--- src/occ_consts.vh ---
/*
 * Constants for the oscillator clock configuration block: register
 * indices, field positions, reset values and CPU divider reload values.
 * Assumes it is included by bare name from every design file that
 * needs it; it holds definitions only.
 */
`ifndef OCC_CONSTS_VH
`define OCC_CONSTS_VH

// ************************************************************
// Bus geometry
// ************************************************************
`define OCC_ADR_W 10
`define OCC_IDX_W 8
`define OCC_IDX_LSB 2
`define OCC_DAT_W 32
`define OCC_SEL_W 4
`define OCC_REG_W 8

// ************************************************************
// Register indices (byte address is four times the index)
// ************************************************************
`define OCC_IDX_OSC_CTRL0 8'hE0
`define OCC_IDX_XTAL_CFG 8'hE1
`define OCC_IDX_SYSTEM_CLOCK_CFG 8'hF0
`define OCC_IDX_STATUS 8'hF1

// ************************************************************
// oscillator_control_zero fields
// ************************************************************
`define OCC_F_EXT_32K_SELECT 7
`define OCC_F_BUZZ_DISABLE 6
`define OCC_F_BANDGAP_KEEP 5
`define OCC_F_SLEEP_HI 4
`define OCC_F_SLEEP_LO 3
`define OCC_F_CPU_DIV_HI 2
`define OCC_F_CPU_DIV_LO 0
`define OCC_RST_OSC_CTRL0 8'h02
`define OCC_RST_CPU_DIV 3'h2

// ************************************************************
// crystal_oscillator_config fields
// ************************************************************
`define OCC_F_CRYSTAL_LOW_POWER 2
`define OCC_F_CRYSTAL_FLAG_WRITTEN 1
`define OCC_F_CRYSTAL_PRESENT 0
`define OCC_RST_XTAL_CFG 8'h00

// ************************************************************
// system clock config and status fields
// ************************************************************
`define OCC_F_SYSTEM_CLOCK_EXT 2
`define OCC_F_SYSTEM_CLOCK_RANGE_HI 1
`define OCC_F_SYSTEM_CLOCK_RANGE_LO 0
`define OCC_SYSTEM_CLOCK_12M 2'h0
`define OCC_SYSTEM_CLOCK_6M 2'h1
`define OCC_SYSTEM_CLOCK_24M 2'h2
`define OCC_RST_SYSTEM_CLOCK_CFG 8'h00
`define OCC_F_ST_EXT_ACTIVE 0
`define OCC_F_ST_LOCKED 1
`define OCC_F_ST_BLOCKED 2

// ************************************************************
// CPU divider: reload value is divisor minus one
// ************************************************************
`define OCC_CNT_W 8
`define OCC_DIV_CODE_W 3
`define OCC_RELOAD_DIV8 8'h07
`define OCC_RELOAD_DIV4 8'h03
`define OCC_RELOAD_DIV2 8'h01
`define OCC_RELOAD_DIV1 8'h00
`define OCC_RELOAD_DIV16 8'h0F
`define OCC_RELOAD_DIV32 8'h1F
`define OCC_RELOAD_DIV128 8'h7F
`define OCC_RELOAD_DIV256 8'hFF

`endif

--- src/occ_osc_clock_config.v ---
/*
 * Oscillator clock configuration registers behind a classic Wishbone
 * slave: 32 kHz source select, bandgap sleep behaviour, sleep interval,
 * CPU clock divider, system clock range and the write-once crystal
 * configuration.
 * Assumes the clock input is the system clock, rstn is asserted on
 * every power-on or external pin reset, and the 32 kHz oscillator
 * levels arrive from outside this clock domain.
 */
`default_nettype none
`include "occ_consts.vh"

module occ_osc_clock_config (
    input wire clock,
    input wire rstn,
    input wire wb_cyc_i,
    input wire wb_stb_i,
    input wire wb_we_i,
    input wire [`OCC_ADR_W-1:0] wb_adr_i,
    input wire [`OCC_SEL_W-1:0] wb_sel_i,
    input wire [`OCC_DAT_W-1:0] wb_dat_i,
    output reg [`OCC_DAT_W-1:0] wb_dat_o,
    output reg wb_ack_o,
    input wire osc_int_32k,
    input wire osc_ext_32k,
    output reg clk_32k,
    output reg ext_32k_select,
    output reg bandgap_keep_on,
    output reg bandgap_buzz_disable,
    output reg [1:0] sleep_interval,
    output wire cpu_clock_tick,
    output reg crystal_low_power,
    output reg crystal_present,
    output reg [1:0] system_clock_range,
    output reg system_clock_external
);

    // ************************************************************
    // Register state
    // ************************************************************
    reg [`OCC_REG_W-1:0] osc_ctrl0;
    reg xtal_low_power;
    reg xtal_present;
    reg xtal_written;
    reg [`OCC_REG_W-1:0] system_clock_cfg;

    // ************************************************************
    // Wishbone decode
    // ************************************************************
    wire take;
    wire aligned;
    wire [`OCC_IDX_W-1:0] index;
    wire lane0;
    wire wr;
    wire hit_ctrl0;
    wire hit_xtal;
    wire hit_system_clock;
    wire hit_status;

    // Accept one request per ack; the cycle with ack high blocks reuse
    assign take = wb_cyc_i & wb_stb_i & ~wb_ack_o;
    assign aligned = (wb_adr_i[`OCC_IDX_LSB-1:0] == 2'h0);
    assign index = wb_adr_i[`OCC_ADR_W-1:`OCC_IDX_LSB];
    assign lane0 = wb_sel_i[0];
    assign wr = take & wb_we_i & lane0;
    assign hit_ctrl0 = aligned & (index == `OCC_IDX_OSC_CTRL0);
    assign hit_xtal = aligned & (index == `OCC_IDX_XTAL_CFG);
    assign hit_system_clock = aligned & (index == `OCC_IDX_SYSTEM_CLOCK_CFG);
    assign hit_status = aligned & (index == `OCC_IDX_STATUS);

    // ************************************************************
    // Derived state
    // ************************************************************
    wire want_ext;
    wire next_ext_select;
    wire next_buzz_disable;
    wire [`OCC_REG_W-1:0] xtal_read;
    wire [`OCC_REG_W-1:0] status_read;
    wire [1:0] osc_sync;

    assign want_ext = osc_ctrl0[`OCC_F_EXT_32K_SELECT];
    // Crystal is reachable only once software declared it present
    assign next_ext_select = want_ext & xtal_present;
    // Keep-on wins; the disable bit acts only while buzzing
    assign next_buzz_disable = osc_ctrl0[`OCC_F_BUZZ_DISABLE] &
                               ~osc_ctrl0[`OCC_F_BANDGAP_KEEP];

    assign xtal_read = {5'h00, xtal_low_power, xtal_written,
                        xtal_present};
    assign status_read = {5'h00, want_ext & ~xtal_present,
                          xtal_written, ext_32k_select};

    // ************************************************************
    // Bus answer
    // ************************************************************
    reg [`OCC_REG_W-1:0] rdata;

    // Unmapped or misaligned addresses read zero and still ack
    always @* begin
        rdata = 8'h00;
        if (hit_ctrl0) begin
            rdata = osc_ctrl0;
        end else if (hit_xtal) begin
            rdata = xtal_read;
        end else if (hit_system_clock) begin
            rdata = system_clock_cfg;
        end else if (hit_status) begin
            rdata = status_read;
        end
    end

    always @(posedge clock or negedge rstn) begin
        if (!rstn) begin
            wb_ack_o <= 1'b0;
            wb_dat_o <= {`OCC_DAT_W{1'b0}};
        end else begin
            wb_ack_o <= take;
            if (take) begin
                wb_dat_o <= {24'h000000, rdata};
            end
        end
    end

    // ************************************************************
    // oscillator_control_zero
    // ************************************************************
    // All eight bits are fields, so the written byte is stored unmasked
    always @(posedge clock or negedge rstn) begin
        if (!rstn) begin
            osc_ctrl0 <= `OCC_RST_OSC_CTRL0;
        end else if (wr & hit_ctrl0) begin
            osc_ctrl0 <= wb_dat_i[`OCC_REG_W-1:0];
        end
    end

    // ************************************************************
    // crystal_oscillator_config, write once per reset
    // ************************************************************
    // Only rstn can reopen the lock, so no software path clears it
    always @(posedge clock or negedge rstn) begin
        if (!rstn) begin
            xtal_low_power <= 1'b0;
            xtal_present <= 1'b0;
            xtal_written <= 1'b0;
        end else if (wr & hit_xtal & ~xtal_written) begin
            xtal_low_power <= wb_dat_i[`OCC_F_CRYSTAL_LOW_POWER];
            xtal_present <= wb_dat_i[`OCC_F_CRYSTAL_PRESENT];
            xtal_written <= 1'b1;
        end
    end

    // ************************************************************
    // System clock configuration
    // ************************************************************
    // Range code 3 is not a valid setting and falls back to 12 MHz
    always @(posedge clock or negedge rstn) begin
        if (!rstn) begin
            system_clock_cfg <= `OCC_RST_SYSTEM_CLOCK_CFG;
        end else if (wr & hit_system_clock) begin
            system_clock_cfg <= {5'h00, wb_dat_i[`OCC_F_SYSTEM_CLOCK_EXT:0]};
        end
    end

    // ************************************************************
    // Registered control outputs
    // ************************************************************
    always @(posedge clock or negedge rstn) begin
        if (!rstn) begin
            ext_32k_select <= 1'b0;
            bandgap_keep_on <= 1'b0;
            bandgap_buzz_disable <= 1'b0;
            sleep_interval <= 2'h0;
            crystal_low_power <= 1'b0;
            crystal_present <= 1'b0;
            system_clock_range <= `OCC_SYSTEM_CLOCK_12M;
            system_clock_external <= 1'b0;
        end else begin
            ext_32k_select <= next_ext_select;
            bandgap_keep_on <= osc_ctrl0[`OCC_F_BANDGAP_KEEP];
            bandgap_buzz_disable <= next_buzz_disable;
            sleep_interval <=
                osc_ctrl0[`OCC_F_SLEEP_HI:`OCC_F_SLEEP_LO];
            crystal_low_power <= xtal_low_power;
            crystal_present <= xtal_present;
            if (system_clock_cfg[`OCC_F_SYSTEM_CLOCK_RANGE_HI:`OCC_F_SYSTEM_CLOCK_RANGE_LO]
                == 2'h3) begin
                system_clock_range <= `OCC_SYSTEM_CLOCK_12M;
            end else begin
                system_clock_range <= system_clock_cfg[`OCC_F_SYSTEM_CLOCK_RANGE_HI:
                                           `OCC_F_SYSTEM_CLOCK_RANGE_LO];
            end
            system_clock_external <= system_clock_cfg[`OCC_F_SYSTEM_CLOCK_EXT];
        end
    end

    // ************************************************************
    // 32 kHz source multiplexer
    // ************************************************************
    // The 32K clock is resampled on the system clock; edges carry up to
    // one system period of jitter, harmless at 32 kHz
    occ_sync2 u_sync (
        .clock(clock),
        .rstn(rstn),
        .async_in({osc_ext_32k, osc_int_32k}),
        .sync_out(osc_sync)
    );

    always @(posedge clock or negedge rstn) begin
        if (!rstn) begin
            clk_32k <= 1'b0;
        end else if (ext_32k_select) begin
            clk_32k <= osc_sync[1];
        end else begin
            clk_32k <= osc_sync[0];
        end
    end

    // ************************************************************
    // CPU clock divider
    // ************************************************************
    occ_cpu_div u_div (
        .clock(clock),
        .rstn(rstn),
        .code(osc_ctrl0[`OCC_F_CPU_DIV_HI:`OCC_F_CPU_DIV_LO]),
        .tick(cpu_clock_tick)
    );

endmodule // occ_osc_clock_config

`default_nettype wire

--- src/occ_sync2.v ---
/*
 * Two-flop synchroniser for the two 32 kHz oscillator levels.
 * Assumes the inputs are slow levels from outside the system clock.
 */
`default_nettype none
`include "occ_consts.vh"

module occ_sync2 (
    input wire clock,
    input wire rstn,
    input wire [1:0] async_in,
    output wire [1:0] sync_out
);

    reg [1:0] stage_a;
    reg [1:0] stage_b;
    genvar i;

    generate
        for (i = 0; i < 2; i = i + 1) begin : g_bit
            always @(posedge clock or negedge rstn) begin
                if (!rstn) begin
                    stage_a[i] <= 1'b0;
                    stage_b[i] <= 1'b0;
                end else begin
                    stage_a[i] <= async_in[i];
                    stage_b[i] <= stage_a[i];
                end
            end
        end
    endgenerate

    assign sync_out = stage_b;

endmodule // occ_sync2

`default_nettype wire

--- src/occ_cpu_div.v ---
/*
 * CPU clock divider: one-cycle tick every N system clocks, N chosen
 * by a three-bit code. Assumes it runs on the system clock, which is
 * the same clock whether internal or external.
 */
`default_nettype none
`include "occ_consts.vh"

module occ_cpu_div (
    input wire clock,
    input wire rstn,
    input wire [`OCC_DIV_CODE_W-1:0] code,
    output reg tick
);

    reg [`OCC_CNT_W-1:0] count;
    reg [`OCC_CNT_W-1:0] reload;
    reg [`OCC_DIV_CODE_W-1:0] last_code;

    always @* begin
        case (code)
            3'h0: reload = `OCC_RELOAD_DIV8;
            3'h1: reload = `OCC_RELOAD_DIV4;
            3'h2: reload = `OCC_RELOAD_DIV2;
            3'h3: reload = `OCC_RELOAD_DIV1;
            3'h4: reload = `OCC_RELOAD_DIV16;
            3'h5: reload = `OCC_RELOAD_DIV32;
            3'h6: reload = `OCC_RELOAD_DIV128;
            default: reload = `OCC_RELOAD_DIV256;
        endcase
    end

    // A code change restarts the count so no stretched period appears
    always @(posedge clock or negedge rstn) begin
        if (!rstn) begin
            count <= {`OCC_CNT_W{1'b0}};
            last_code <= `OCC_RST_CPU_DIV;
            tick <= 1'b0;
        end else if (code != last_code) begin
            last_code <= code;
            count <= reload;
            tick <= 1'b0;
        end else if (count == {`OCC_CNT_W{1'b0}}) begin
            count <= reload;
            tick <= 1'b1;
        end else begin
            count <= count - 8'h01;
            tick <= 1'b0;
        end
    end

endmodule // occ_cpu_div

`default_nettype wire

--- config.mk ---
export PLATFORM = sky130hd
export DESIGN_NAME = occ_osc_clock_config
export DESIGN_NICKNAME = d
export VERILOG_FILES = /design/src/occ_osc_clock_config.v /design/src/occ_sync2.v /design/src/occ_cpu_div.v
export VERILOG_INCLUDE_DIRS = /design/src
export SDC_FILE = /design/constraint.sdc
export NUM_CORES = 1
export LEC_CHECK = 0
export ABC_AREA = 1
export BUFFER_PORTS_ARGS = -buffer_cell sky130_fd_sc_hd__clkbuf_2
export CELL_PAD_IN_SITES_DETAIL_PLACEMENT = 2
export CELL_PAD_IN_SITES_GLOBAL_PLACEMENT = 2
export CORE_UTILIZATION = 27
export DETAILED_ROUTE_END_ITERATION = 7
export GPL_TIMING_DRIVEN = 0
export PLACE_DENSITY = 0.89
export REMOVE_ABC_BUFFERS = 1
export SLEW_MARGIN = 40
export SYNTH_ARGS = -nofsm -noshare
export SYNTH_HDL_FRONTEND = slang
export SYNTH_SLANG_ARGS = --single-unit
--- constraint.sdc ---
create_clock -name clock -period 1.7 [get_ports clock]
set_input_delay 0.17 -clock clock [delete_from_list [all_inputs] [get_ports clock]]
set_output_delay 0.17 -clock clock [all_outputs]
set_load 0.05 [all_outputs]
==> impl_metrics.ini <==
[run_status]
outcome = complete, no violations

[power_and_ir_drop]
power.share.sequential_pct = 49.9
powerDensity_nw_per_um2 = 970
pwr-share-clk_pct = 30.4
p_sw_mw = 0.855
ir_worst_vdd_mv = 0.336
internal_power_mw = 1.88
swShare_pct = 31.3
combPwrFrac_pct = 19.7
p_leak_nw = 1.52

[critical_path]
worst_path_max_delay_cell = dfrtp_1
crit_path_max_incr_delay_ns = 0.41
crit_chain = inv_1 -> ha_1 -> inv_1 -> nor3_1 -> nand2_1 -> nand2_4 -> buf_4 -> nand4_1 -> nand2_1
end_kind = register
cp_max_fo = 6
worst-setup-path-type = register to register
critPathLaunchType = register
worstPathRequired_ns = 1.94
cp.arrival_ns = 1.83

[clock_tree]
htree_levels = 2
clk_transition_reported_paths_ns = 0.09
clk_latency_ns = 0.31
numCtsBuffers = 5
clkSinkCount = 50
cts_tree = yes
cts_buffer_depth = 2
root_buffer = clkbuf_8

[drt]
first_pass_iters = 4
ant_nets = 0
drc = 0
vias = 1831
drt_iter0_markers = 60
routed_wl_um = 6180
avgRoutedWirePerCell_um = 14.5
via_per_inst = 4.30

[sta]
fin_worst_skew_ns = 0.0105
fin_crit_sh_pct = 93.1
max_slew_margin_pct = 54.4
finalSetupViolCount = 0
tightest_slew_ns = 0.684
slew_viol_final = 0
tns_ns = 0
max_freq_ghz = 0.632
finalHoldViolCount = 0
period_needed_ns = 1.58

[synthesis]
synth_area_um2 = 2400
yosys_warnings = 0
synth.avg_cell_area_um2 = 9.06
ys_types = 34
netlist_instances = 265
ys_ff_latch = 50
ys_seq_area_share_pct = 52.2

[placement]
dpl.hpwl_um = 4620
dp_cells = 410
port_buffers = 46
routabilityCongestion = 0.763

[final_layout]
n_fill_cell = 999
drive_gt1_share_pct = 25.5
diodes = 0
final_cell_count_no_fill = 426
fin_nets = 372
area_growth_pct = 17.5

[floorplanning]
io_pins = 98
dieArea_um2 = 9270
start_util_pct = 27.7
core_area_um2 = 8680
die_w_um = 96.3
die_h_um = 96.3
num_rows = 34

[global_route]
grt_pass1_vias = 2012
grt_usage_pct = 14.6
grt-ovfl-total = 0
grt_pass1_wl_um = 10200
antenna_found_initial = 0
grt_max_degree = 51

[run]
maxCapViolations = 0

[hold_path]
hold_class = input pin to register
-- power by group through the flow --
stage | logic, mW | clock network, mW | registers (mW)
finish | 0.538 | 0.831 | 1.36
global route | 0.598 | 0.896 | 1.38
CTS | 0.541 | 0.854 | 1.37
detailed placement | 0.530 | 0 | 1.39
global placement | 0.484 | 0 | 1.38
floorplan | 0.360 | 0 | 1.39
-- worst max-delay path, delay by kind of cell (launching register included) --
kind | cells | cell delay (ns)
fa+ha+maj | 1 | 0.16
buf+inv | 3 | 0.31
flops | 1 | 0.41
simple gates | 5 | 0.64
-- cells in the final DEF (no fill, tap or decap), types with 3 or more instances in the layout --
cell type,netlist,routed
dfrtp_1,48,48
conb_1,1,24
xnor2_1,5,5
nor2_4,4,4
dlygate4sd3_1,0,3
o21ai_1,4,4
nand2_1,67,66
nand2_4,2,3
buf_4,25,4
nand3_1,11,11
nand4_1,4,4
inv_1,32,32
clkbuf_2,0,45
o21ai_2,3,3
nor2_1,14,14
clkbuf_8,0,5
xor2_1,3,3
o21ai_0,13,13
-- synthesized netlist by cell type --
library cell / count / area (um^2)
nor2_1: 14 / 52.6
a21oi_2: 1 / 8.76
nand3_1: 11 / 55.1
nand2_1: 67 / 251
clkbuf_1: 3 / 11.3
o211ai_1: 2 / 15.0
buf_6: 2 / 22.5
nor2_2: 2 / 12.5
xor2_1: 3 / 26.3
clkinv_1: 1 / 3.75
inv_6: 1 / 8.76
mux2_2: 1 / 11.3
buf_2: 2 / 10.0
nor3_1: 1 / 5.00
buf_4: 25 / 188
nand2_4: 2 / 22.5
nor2_4: 4 / 45.0
or2_2: 1 / 6.26
o21ai_0: 13 / 65.1
nand4_1: 4 / 25.0
dfrtp_1: 48 / 1200
inv_1: 32 / 120
ha_1: 2 / 25.0
o21bai_1: 1 / 7.51
o31ai_1: 1 / 7.51
dfstp_2: 2 / 52.6
o21ai_1: 4 / 20.0
o2111ai_1: 1 / 8.76
conb_1: 1 / 3.75
o21ai_2: 3 / 26.3
xnor2_1: 5 / 43.8
nand3_2: 2 / 20.0
nand2_2: 2 / 12.5
a21oi_1: 1 / 5.00
-- registers in the layout, indices dropped and copies added (netlist names), 2 cells and up --
| signal | cells |
|---|---|
| osc_ctrl0 | 8 |
| u_div.last_code | 3 |
| system_clock_cfg | 3 |
| u_div.count | 8 |
| u_sync.sync_out | 2 |
| system_clock_range | 2 |
| u_sync.stage_a | 2 |
| sleep_interval | 2 |
| wb_dat_o | 8 |
-- repair_timing --
action,in CTS,in global routing
endpoints found under the hold margin,50,0
setup buffers,2,3
resized for setup,0,2
pin swaps,1,1
setup endpoints to repair,2,19
hold buffers,3,0
-- stage by stage --
stage	hold slack, ns	worst slack, ns	utilization, %	power (mW)	area [um^2]
2_1_floorplan	-0.126	0.130	-	1.75	2250
6_report	0.0940	0.117	32.5	2.73	2820
5_1_grt	0.105	-0.0868	32.5	2.87	2820
3_3_place_gp	0.281	0.0626	30.2	1.86	2620
3_5_place_dp	0.285	-0.0989	30.2	1.92	2620
4_1_cts	0.0931	0.0235	32.0	2.76	2780
-- cell families after synthesis --
family          share of synthesized area [%]
buf+inv                                  15.2
fa+ha+maj                                1.04
xor+xnor                                 2.92
flops                                    52.2
other cells                             0.156
compound gates                           6.83
mux                                     0.469
simple gates                             21.2
-- path summary, 6_finish.rpt --
check | start | to | slack, ns | depth (start not counted)
worst min register to register | u_sync.stage_a[1] | u_sync.sync_out[1] | 0.36 | 0
min in group asynchronous | rstn | u_sync.stage_a[1] | 0.46 | 2
max in group asynchronous | rstn | sleep_interval[1] | 0.78 | 2
worst max-delay path | u_div.count[0] | u_div.count[7] | 0.12 | 9
worst min-delay path | wb_dat_i[7] | osc_ctrl0[7] | 0.09 | 3
worst max register to register | u_div.count[0] | u_div.count[7] | 0.12 | 9
-- layout make-up --
class,instances,area [um^2],area share [%]
flip-flops and latches,50,1250,44.5
well taps,108,135,4.79
clock inverters,3,40.0,1.42
inverters,34,133,4.70
multi-input cells,172,876,31.1
repair buffers,54,313,11.1
clock buffers,5,68.8,2.44
-- routing by layer --
metal / track usage (%) / routed length, um / vias up
li1: - / - / 873
met1: 17.0 / 2520 / 916
met2: 27.3 / 3430 / 35
met3: 2.76 / 165 / 7
met4: 3.61 / 55 / 0
met5: 0 / 0 / -
No activity file was read; power rests on OpenSTA's default activity.
